### config.mk
export PLATFORM = sky130hd
export DESIGN_NAME = fault_irq_pin_control
export DESIGN_NICKNAME = d
export VERILOG_FILES = /design/src/rtl/alert_pkg.sv /design/src/rtl/fault_irq_pin_control.sv
export VERILOG_INCLUDE_DIRS = /design/src /design/src/rtl
export SDC_FILE = /design/constraint.sdc
export NUM_CORES = 1
export LEC_CHECK = 0
export BUFFER_PORTS_ARGS = -buffer_cell sky130_fd_sc_hd__buf_2
export CAP_MARGIN = 20
export CORE_MARGIN = 2
export CORE_UTILIZATION = 50
export DETAILED_ROUTE_END_ITERATION = 10
export GPL_ROUTABILITY_DRIVEN = 0
export PLACE_DENSITY = 0.7
export SYNTH_ARGS = -nofsm -noshare
export SYNTH_HDL_FRONTEND = slang
export SYNTH_SLANG_ARGS = --single-unit
export TNS_END_PERCENT = 20
### constraint.sdc
create_clock -name clk_sys -period 1.76 [get_ports clk_sys]
set_input_delay 0.352 -clock clk_sys [delete_from_list [all_inputs] [get_ports clk_sys]]
set_output_delay 0.352 -clock clk_sys [all_outputs]
set_load 0.05 [all_outputs]
### src/rtl/alert_consts.svh
// Register map, field positions, reset values and timing of the alert pin block
//
// Behaviour
// - Alert pin drive style from 3-bit field
// - Pin function 3 outputs manual level bit
// - Pin function 0 disables pin and buffers
// - Pin function 1 drives pin from interrupt
// - Function 3 is general output; 2, 5, 6 and 7 reserved
// - Function 4 outputs divided modulation input clock
// - Pin configuration resets to 0x21
// - Style 0: one 2 ms high pulse
// - Style 1: 2 ms pulses, 4 ms period
// - Style 2: held high until latches read
// - Enable bit 7 gates overcurrent event
// - Enable bit 6 gates analog undervoltage event
// - Enable bit 5 gates clock fault b
// - Enable bit 4 gates over-temperature event
// - Enable bit 3 gates brownout event
// - Enable bit 2 gates clock fault a
// - Enable bit 1 gates modulator clock halt
// - Enable bit 0 gates frame clock halt
// - All enable bits reset to zero
// - Events latch sticky until register read
// - Latch bit layout of both latch registers
`ifndef ALERT_CONSTS_SVH
`define ALERT_CONSTS_SVH

// ****************************************
// Register offsets and reset values
// ****************************************
`define OFS_ALERT_PIN_CONFIG        8'h23
`define OFS_ALERT_SIGNALLING_CONFIG 8'h24
`define OFS_EVENT_ENABLE_MASK       8'h25
`define OFS_EVENT_LATCH_A           8'h26
`define OFS_EVENT_LATCH_B           8'h27
`define RST_ALERT_PIN_CONFIG        8'h21
`define RST_ALERT_SIGNALLING_CONFIG 8'h00
`define RST_EVENT_ENABLE_MASK       8'h00
`define RST_EVENT_LATCH             8'h00
`define RDATA_UNMAPPED              8'h00

// ****************************************
// Field positions
// ****************************************
`define DRIVE_STYLE_HI              7
`define DRIVE_STYLE_LO              5
`define ALERT_PIN_MANUAL_LEVEL_BIT  4
`define PIN_FUNCTION_HI             2
`define PIN_FUNCTION_LO             0
`define ALERT_SIGNALLING_STYLE_HI   7
`define ALERT_SIGNALLING_STYLE_LO   6

// ****************************************
// Field codes
// ****************************************
`define DRIVE_PUSH_PULL             3'h0
`define DRIVE_OD_LOW                3'h1
`define DRIVE_OD_HIGH               3'h2
`define DRIVE_OD_LOW_PULLUP         3'h3
`define DRIVE_OD_HIGH_PULLDOWN      3'h4
`define FUNC_DISABLED               3'h0
`define FUNC_INTERRUPT              3'h1
`define FUNC_MANUAL_OUTPUT          3'h3
`define FUNC_DIVIDED_CLOCK          3'h4
`define STYLE_SINGLE_PULSE          2'h0
`define STYLE_REPEAT_PULSE          2'h1
`define STYLE_HELD_LEVEL            2'h2

// ****************************************
// Timing
// ****************************************
`define CLK_MHZ                     125
`define PULSE_US                    2000
`define PERIOD_US                   4000
`define CNT_W                       20

`endif

### src/rtl/alert_pkg.sv
// Types shared by the alert pin block
`include "alert_consts.svh"
package alert_pkg;

    // Interrupt signalling sequencer, one-hot
    typedef enum logic [4:0] {
        IDLE   = 5'h01,
        PULSE  = 5'h02,
        REP_HI = 5'h04,
        REP_LO = 5'h08,
        HOLD   = 5'h10
    } fsm_t;

    // Fault event pulses from the detectors
    typedef struct packed {
        logic overcurrent;
        logic analog_undervoltage;
        logic clock_fault_a;
        logic overtemp;
        logic brownout;
        logic clock_fault_b;
        logic measurement_done;
        logic frame_clock_halt;
        logic modulator_clock_halt;
    } event_t;

    // Register access request
    typedef struct packed {
        logic       wr;
        logic       rd;
        logic [7:0] addr;
        logic [7:0] wdata;
    } reg_req_t;

    // Alert pin pad controls
    typedef struct packed {
        logic out;
        logic oe;
        logic pu_en;
        logic pd_en;
        logic buf_en;
    } pin_t;

    // Whole state of the block
    typedef struct packed {
        logic [7:0]        pin_cfg;
        logic [7:0]        sig_cfg;
        logic [7:0]        mask;
        logic [7:0]        latch_a;
        logic [7:0]        latch_b;
        fsm_t              fsm;
        logic [`CNT_W-1:0] cnt;
        logic              pend_prev;
        logic [7:0]        rdata;
        pin_t              pin;
    } state_t;

endpackage

### src/rtl/fault_irq_pin_control.sv
// Alert pin control: event latches, enables, signalling sequencer and pad drive
`timescale 1ns/100ps
`include "alert_consts.svh"
module fault_irq_pin_control #(
    parameter int unsigned PULSE_CYC  = `PULSE_US * `CLK_MHZ,
    parameter int unsigned PERIOD_CYC = `PERIOD_US * `CLK_MHZ
) (
    // Clock and reset
    input  wire logic                clk_sys,
    input  wire logic                arst_n,
    // Register access
    input  wire alert_pkg::reg_req_t reg_req,
    output logic [7:0]               reg_rdata,
    // Fault detector events
    input  wire alert_pkg::event_t   events,
    input  wire logic                modulation_input_divided_clock,
    // Alert pad
    output alert_pkg::pin_t          alert_pin
);

    localparam logic [`CNT_W-1:0] PULSE_LAST = `CNT_W'(PULSE_CYC - 1);
    localparam logic [`CNT_W-1:0] LOW_LAST   = `CNT_W'(PERIOD_CYC - PULSE_CYC - 1);

    alert_pkg::state_t st_r;
    alert_pkg::state_t st_nxt;

    // ****************************************
    // Helper functions
    // ****************************************

    // Latched flags that are allowed through, matched event by event since
    // the enable bits are not in latch order
    function automatic logic enabled_pending(input logic [7:0] la,
                                             input logic [7:0] lb,
                                             input logic [7:0] m);
        logic [7:0] hit;
        hit[7] = la[7] & m[7];
        hit[6] = la[6] & m[6];
        hit[5] = la[2] & m[5];
        hit[4] = la[4] & m[4];
        hit[3] = la[3] & m[3];
        hit[2] = la[5] & m[2];
        hit[1] = lb[6] & m[1];
        hit[0] = lb[7] & m[0];
        return |hit;
    endfunction

    // Pad controls for a wanted level under a drive style
    function automatic alert_pkg::pin_t pad_drive(input logic [2:0] style,
                                                  input logic       lvl);
        alert_pkg::pin_t p;
        p = '0;
        p.buf_en = 1'b1;
        case (style)
            `DRIVE_PUSH_PULL: begin
                p.out = lvl;
                p.oe  = 1'b1;
            end
            `DRIVE_OD_LOW, `DRIVE_OD_LOW_PULLUP: begin
                p.out   = 1'b0;
                p.oe    = ~lvl;
                p.pu_en = (style == `DRIVE_OD_LOW_PULLUP);
            end
            `DRIVE_OD_HIGH, `DRIVE_OD_HIGH_PULLDOWN: begin
                p.out   = 1'b1;
                p.oe    = lvl;
                p.pd_en = (style == `DRIVE_OD_HIGH_PULLDOWN);
            end
            // Reserved styles keep the pad off rather than guess a drive
            default: p.oe = 1'b0;
        endcase
        return p;
    endfunction

    // ****************************************
    // Decoded fields and strobes
    // ****************************************
    logic [2:0] drive_style;
    logic [2:0] pin_function;
    logic [1:0] signalling_style;
    logic       manual_level;
    logic       rd_a_hit;
    logic       rd_b_hit;
    logic [7:0] ev_a;
    logic [7:0] ev_b;
    logic       pend;
    logic       any_flag;
    logic       trigger;
    logic       irq_level;

    // Field taps and event packing into latch layout
    assign drive_style      = st_r.pin_cfg[`DRIVE_STYLE_HI:`DRIVE_STYLE_LO];
    assign pin_function     = st_r.pin_cfg[`PIN_FUNCTION_HI:`PIN_FUNCTION_LO];
    assign manual_level     = st_r.pin_cfg[`ALERT_PIN_MANUAL_LEVEL_BIT];
    assign signalling_style = st_r.sig_cfg[`ALERT_SIGNALLING_STYLE_HI:`ALERT_SIGNALLING_STYLE_LO];
    assign rd_a_hit = reg_req.rd && (reg_req.addr == `OFS_EVENT_LATCH_A);
    assign rd_b_hit = reg_req.rd && (reg_req.addr == `OFS_EVENT_LATCH_B);
    assign ev_a = {events.overcurrent, events.analog_undervoltage, events.clock_fault_a,
                   events.overtemp, events.brownout, events.clock_fault_b,
                   events.measurement_done, 1'b0};
    assign ev_b = {events.frame_clock_halt, events.modulator_clock_halt, 6'h00};
    assign pend      = enabled_pending(st_r.latch_a, st_r.latch_b, st_r.mask);
    assign any_flag  = (|st_r.latch_a) | (|st_r.latch_b);
    assign trigger   = pend & ~st_r.pend_prev;
    assign irq_level = (st_r.fsm == alert_pkg::PULSE) || (st_r.fsm == alert_pkg::REP_HI) ||
                       (st_r.fsm == alert_pkg::HOLD);

    // ****************************************
    // Next state
    // ****************************************

    // Registers, latches, sequencer and pad in one place
    always_comb begin
        logic lvl;
        lvl    = 1'b0;
        st_nxt = st_r;
        st_nxt.pend_prev = pend;

        // Configuration writes; latch registers are read only
        if (reg_req.wr) begin
            case (reg_req.addr)
                `OFS_ALERT_PIN_CONFIG:        st_nxt.pin_cfg = reg_req.wdata;
                `OFS_ALERT_SIGNALLING_CONFIG: st_nxt.sig_cfg = reg_req.wdata;
                `OFS_EVENT_ENABLE_MASK:       st_nxt.mask    = reg_req.wdata;
                default:                      st_nxt.pin_cfg = st_r.pin_cfg;
            endcase
        end

        // Read data, unmapped reads answer zero
        if (reg_req.rd) begin
            case (reg_req.addr)
                `OFS_ALERT_PIN_CONFIG:        st_nxt.rdata = st_r.pin_cfg;
                `OFS_ALERT_SIGNALLING_CONFIG: st_nxt.rdata = st_r.sig_cfg;
                `OFS_EVENT_ENABLE_MASK:       st_nxt.rdata = st_r.mask;
                `OFS_EVENT_LATCH_A:           st_nxt.rdata = st_r.latch_a;
                `OFS_EVENT_LATCH_B:           st_nxt.rdata = st_r.latch_b;
                default:                      st_nxt.rdata = `RDATA_UNMAPPED;
            endcase
        end

        // Sticky latches: read clears, but an event in the same cycle wins
        st_nxt.latch_a = (rd_a_hit ? 8'h00 : st_r.latch_a) | ev_a;
        st_nxt.latch_b = (rd_b_hit ? 8'h00 : st_r.latch_b) | ev_b;

        // Signalling sequencer
        st_nxt.cnt = st_r.cnt + `CNT_W'(1);
        case (st_r.fsm)
            alert_pkg::IDLE: begin
                st_nxt.cnt = '0;
                if (trigger) begin
                    case (signalling_style)
                        `STYLE_REPEAT_PULSE: st_nxt.fsm = alert_pkg::REP_HI;
                        `STYLE_HELD_LEVEL:   st_nxt.fsm = alert_pkg::HOLD;
                        default:             st_nxt.fsm = alert_pkg::PULSE;
                    endcase
                end
            end
            alert_pkg::PULSE: begin
                // A new trigger during the pulse merges into it
                if (st_r.cnt == PULSE_LAST) begin
                    st_nxt.fsm = alert_pkg::IDLE;
                    st_nxt.cnt = '0;
                end
            end
            alert_pkg::REP_HI: begin
                if (!any_flag) begin
                    st_nxt.fsm = alert_pkg::IDLE;
                    st_nxt.cnt = '0;
                end else if (st_r.cnt == PULSE_LAST) begin
                    st_nxt.fsm = alert_pkg::REP_LO;
                    st_nxt.cnt = '0;
                end
            end
            alert_pkg::REP_LO: begin
                if (!any_flag) begin
                    st_nxt.fsm = alert_pkg::IDLE;
                    st_nxt.cnt = '0;
                end else if (st_r.cnt == LOW_LAST) begin
                    st_nxt.fsm = alert_pkg::REP_HI;
                    st_nxt.cnt = '0;
                end
            end
            alert_pkg::HOLD: begin
                st_nxt.cnt = '0;
                if (!any_flag) begin
                    st_nxt.fsm = alert_pkg::IDLE;
                end
            end
            default: begin
                st_nxt.fsm = alert_pkg::IDLE;
                st_nxt.cnt = '0;
            end
        endcase

        // Pad drive by pin function; reserved codes leave the pad powered down
        case (pin_function)
            `FUNC_INTERRUPT: begin
                lvl = irq_level;
                st_nxt.pin = pad_drive(drive_style, lvl);
            end
            `FUNC_MANUAL_OUTPUT: begin
                lvl = manual_level;
                st_nxt.pin = pad_drive(drive_style, lvl);
            end
            `FUNC_DIVIDED_CLOCK: begin
                lvl = modulation_input_divided_clock;
                st_nxt.pin = pad_drive(drive_style, lvl);
            end
            default: st_nxt.pin = '0;
        endcase
    end

    // ****************************************
    // State register
    // ****************************************

    // All state in one register so reset values sit together
    always_ff @(posedge clk_sys or negedge arst_n) begin
        if (!arst_n) begin
            st_r           <= '0;
            st_r.pin_cfg   <= `RST_ALERT_PIN_CONFIG;
            st_r.sig_cfg   <= `RST_ALERT_SIGNALLING_CONFIG;
            st_r.mask      <= `RST_EVENT_ENABLE_MASK;
            st_r.latch_a   <= `RST_EVENT_LATCH;
            st_r.latch_b   <= `RST_EVENT_LATCH;
            st_r.fsm       <= alert_pkg::IDLE;
        end else begin
            st_r <= st_nxt;
        end
    end

    // Outputs come straight from the state register
    assign reg_rdata = st_r.rdata;
    assign alert_pin = st_r.pin;
endmodule

==> qor.txt <==
=============================================================================
Final worst-path setup slack                                         -86.7 ps
Number of setup violations in the final report                             21
Cell with the biggest individual delay on the critical path             or4_4
DR pass1 iterations                                                         4
Top-count cell post-synth                                             dfrtp_1
Maximum ir drop on the vdd rail                                    0.000426 V
Static Leakage                                                        1.96 nW
Transition time at the pin with the least slew margin                  426 ps
Quantity of I/O buffers inserted on ports                                  42
Number of synthesized flops with an enable pin                              0
Worst reg-to-reg path cell count                                            6
DRC marker count from the first detailed-route iteration                  192
Path class of the lowest-slack min-delay path                    input port to async pin
Ys async rst share                                                       100%
Met3 capacity usage during global routing                               6.16%
CP arrival                                                            2070 ps
Initial core utilization                                                52.1%
Setup crit start kind                                               flip-flop
Series of cell instances along the critical path                 or3b_4 > or4_4 > o21ai_4 > a21o_4 > buf_6 > nor2_1
Hold buffer count at CTS                                                    0
Total of max-cap violations                                                 0
Diode count                                                                 0
Tot GR Track Use                                                        21.8%
GRT met2 Usage                                                          33.3%
Die Span X                                                            88.6 um
Seq cells post-synth                                                       72
Pin count of the biggest net entering global routing                       73
Via-to-Cell Ratio                                                        5.52
Maximum clock skew at final layout                                    11.2 ps
Min Hold Slack                                                        16.3 ps
Yosys top cell by area                                                dfrtp_1
Delay-heaviest family, CP                                        simple AND/OR/NAND/NOR gates
Unique cell type count in the Yosys netlist                                51
Net load switching power                                             0.927 mW
Total Die Area                                                      7850 um^2
Routed Wire Length                                                    7820 um
Post-layout net count                                                     430
Number of placed I/O pins                                                  43
Total number of yosys warnings                                              0
Total power draw                                                      3.41 mW
Busiest layer in global routing                                          met2
Worst slew margin                                                       71.4%
H-tree depth reported by CTS                                                3
Total count of max-transition violations in the final report                0
Number of cells produced by synthesis                                     329
Number of remaining DRC errors                                              0
Average size of a mapped cell                                       10.9 um^2
FP Rows                                                                    30
CP endpoint kind                                                    flip-flop
Switching portion of total power                                        27.2%
Number of sinks driven by the clock tree                                   72
Final critical path time including I/O delays and setup               1850 ps
Met1 track utilization from global routing                              30.7%
Top cell type's share of synthesized area                               48.2%
Overall via count from detail_route                                     2,750
Portion of the post-synthesis area used by sequential elements          50.4%
Primary FF master, synth                                              dfrtp_1
Count of placed standard cells including taps                             477
Outcome                                                          complete, but fails checks
# fillers                                                                 565
Post-synthesis instance area                                        3580 um^2
Final std cells w/o fill                                                  498
Final hold vios                                                             0
Half-perimeter wire length of the detailed placement result           5610 um
Type of the worst setup path                                     flip-flop to flip-flop
Residual overflow from global routing                                       0
Number of cells on the critical path                                        6
Routed wirelength normalized by instance count                        15.7 um
Pwr Density                                                       788 nW/um^2
Share of the cycle needed by the critical path after routing             105%
Failing checks                                                   negative setup slack
Int Power                                                             2.48 mW
Worst setup slack for register-to-register paths                       -90 ps
Data required time at the worst endpoint                              1980 ps
Largest incremental delay on the critical path                         450 ps
Area of the placeable core                                          6870 um^2
Area growth from synthesis to layout                                    20.8%
DRT antenna net count                                                       0
Sequential Power Share                                                  52.6%
Die span in y                                                         88.6 um
Crit-path max FO                                                            5
Total clock buffers created by CTS                                          9
Fraction of layout cells with a size suffix above 1                     35.1%
Clock network fraction of total power                                   33.6%
Antenna violations before repair                                            0
Number of global-route vias before repair                               2,634
CTS tree                                                                 done
Buffer levels on the longest clock path                                     2
Setup repair after global routing missed its margin                       yes
Post-synth net total                                                      362
Post-synth top cells                                             dfrtp_1 (69), nor2_1 (39), mux2_2 (24)
Clock network latency to the later pin of the worst-skew pair          340 ps
Clock transition at the registers of the reported paths                 80 ps
Cells taking the most area after synthesis                       dfrtp_1 (48%), mux2_2 (7.5%), nor2_1 (4.1%)
Total buffers and inverters traversed by the critical path                  1
First-pass GRT wire length                                          12,900 um
Logic gate share of total power                                         13.8%
Root buffer cell                                                     clkbuf_8
Fmax achieved                                                         541 MHz
=============================================================================
-- per-layer routing --
metal	part of all wire, %	vias up
met5	0	-
met3	4.2	4
met1	48	1355
met2	48	64
li1	-	1327
met4	0.59	0
-- final cells by class --
class / instances / area, um^2 / share of cell area, %
Sequential cell: 72 / 1810 / 41.7
Multi-Input combinational cell: 225 / 1670 / 38.7
Timing Repair Buffer: 79 / 515 / 11.9
Clock buffer: 11 / 141 / 3.27
Tap cell: 96 / 120 / 2.78
Inverter: 10 / 37.5 / 0.868
Clock inverter: 5 / 32.5 / 0.752
-- cell usage in the layout, fill, tap and decap left out, drive strengths merged, types with 2 or more instances in the layout --
master,count
xor2,14
nand4,8
nand2,19
a22o,5
dfstp,3
a221oi,5
o211ai,2
buf,79
nor2,39
inv,10
and3,8
xnor2,7
o22ai,3
nor4,4
clkbuf,11
nor3,2
o2bb2ai,7
or3b,2
a222oi,3
nand3b,3
dfrtp,69
a21o,13
nand3,12
a2bb2oi,2
ha,3
clkinv,2
o21ai,9
nand2b,3
a21oi,5
mux2,24
a22oi,8
or4b,2
nor4b,2
clkinvlp,3
-- metrics by stage --
step                      utilization [%]  area (um^2)  setup WS, ps  TNS [ps]
final                                63.0         4330         -86.7     -1450
after global routing                 63.0         4330          -164     -2960
after CTS                            62.5         4300         -68.8     -1080
after detailed placement             58.7         4030          -260    -12480
after global placement               58.7         4030          -229    -10270
after floorplan                         -         3590          -224     -7640
-- logic make-up (layout without fill, tap and decap cells) --
| group | Yosys count | after routing | synth area share (%) |
|---|---|---|---|
| DFF | 72 | 72 | 50.4 |
| and+or+nand+nor | 111 | 111 | 17.2 |
| xor gates and xnor gates | 21 | 21 | 5.14 |
| adders and majority gates | 3 | 3 | 1.05 |
| buffers and inverters | 32 | 105 | 4.96 |
| muxes | 25 | 25 | 7.83 |
| AOI/OAI and AO/OA | 65 | 65 | 13.4 |
-- path summary, 6_finish.rpt --
path | startpoint | end
setup / recovery | st_r[32]$_DFF_PN0_ | st_r[25]$_DFF_PN0_
min in group clk_sys | events[7] | st_r[53]$_DFF_PN0_
max in group asynchronous | arst_n | st_r[34]$_DFFE_PN1P_
hold / removal | arst_n | pin_function[2]$_DFFE_PN0P_
setup reg to reg | st_r[32]$_DFF_PN0_ | st_r[25]$_DFF_PN0_
hold reg to reg | reg_rdata[2]$_DFFE_PN0P_ | reg_rdata[2]$_DFFE_PN0P_
-- sequential cells by signal, indices dropped and copies added (netlist names) --
register and cells:
st_r 50, reg_rdata 8, alert_pin 5, drive_style 3, pin_function 3, signalling_style 2
manual_level 1
-- power by group through the flow --
stage	Combinational, mW	Sequential [mW]	Clock [mW]
2_1_floorplan	0.281	1.79	0
3_3_place_gp	0.413	1.82	0
3_5_place_dp	0.425	1.82	0
4_1_cts	0.462	1.79	1.19
5_1_grt	0.525	1.80	1.27
6_report	0.472	1.79	1.14
-- timing repair --
item	4_1_cts	5_1_grt
cloned	2	0
setup endpoints to repair	24	25
setup buffers	2	1
resized for setup	15	5
pin swaps	7	2
(Power assumes the default switching activity.)
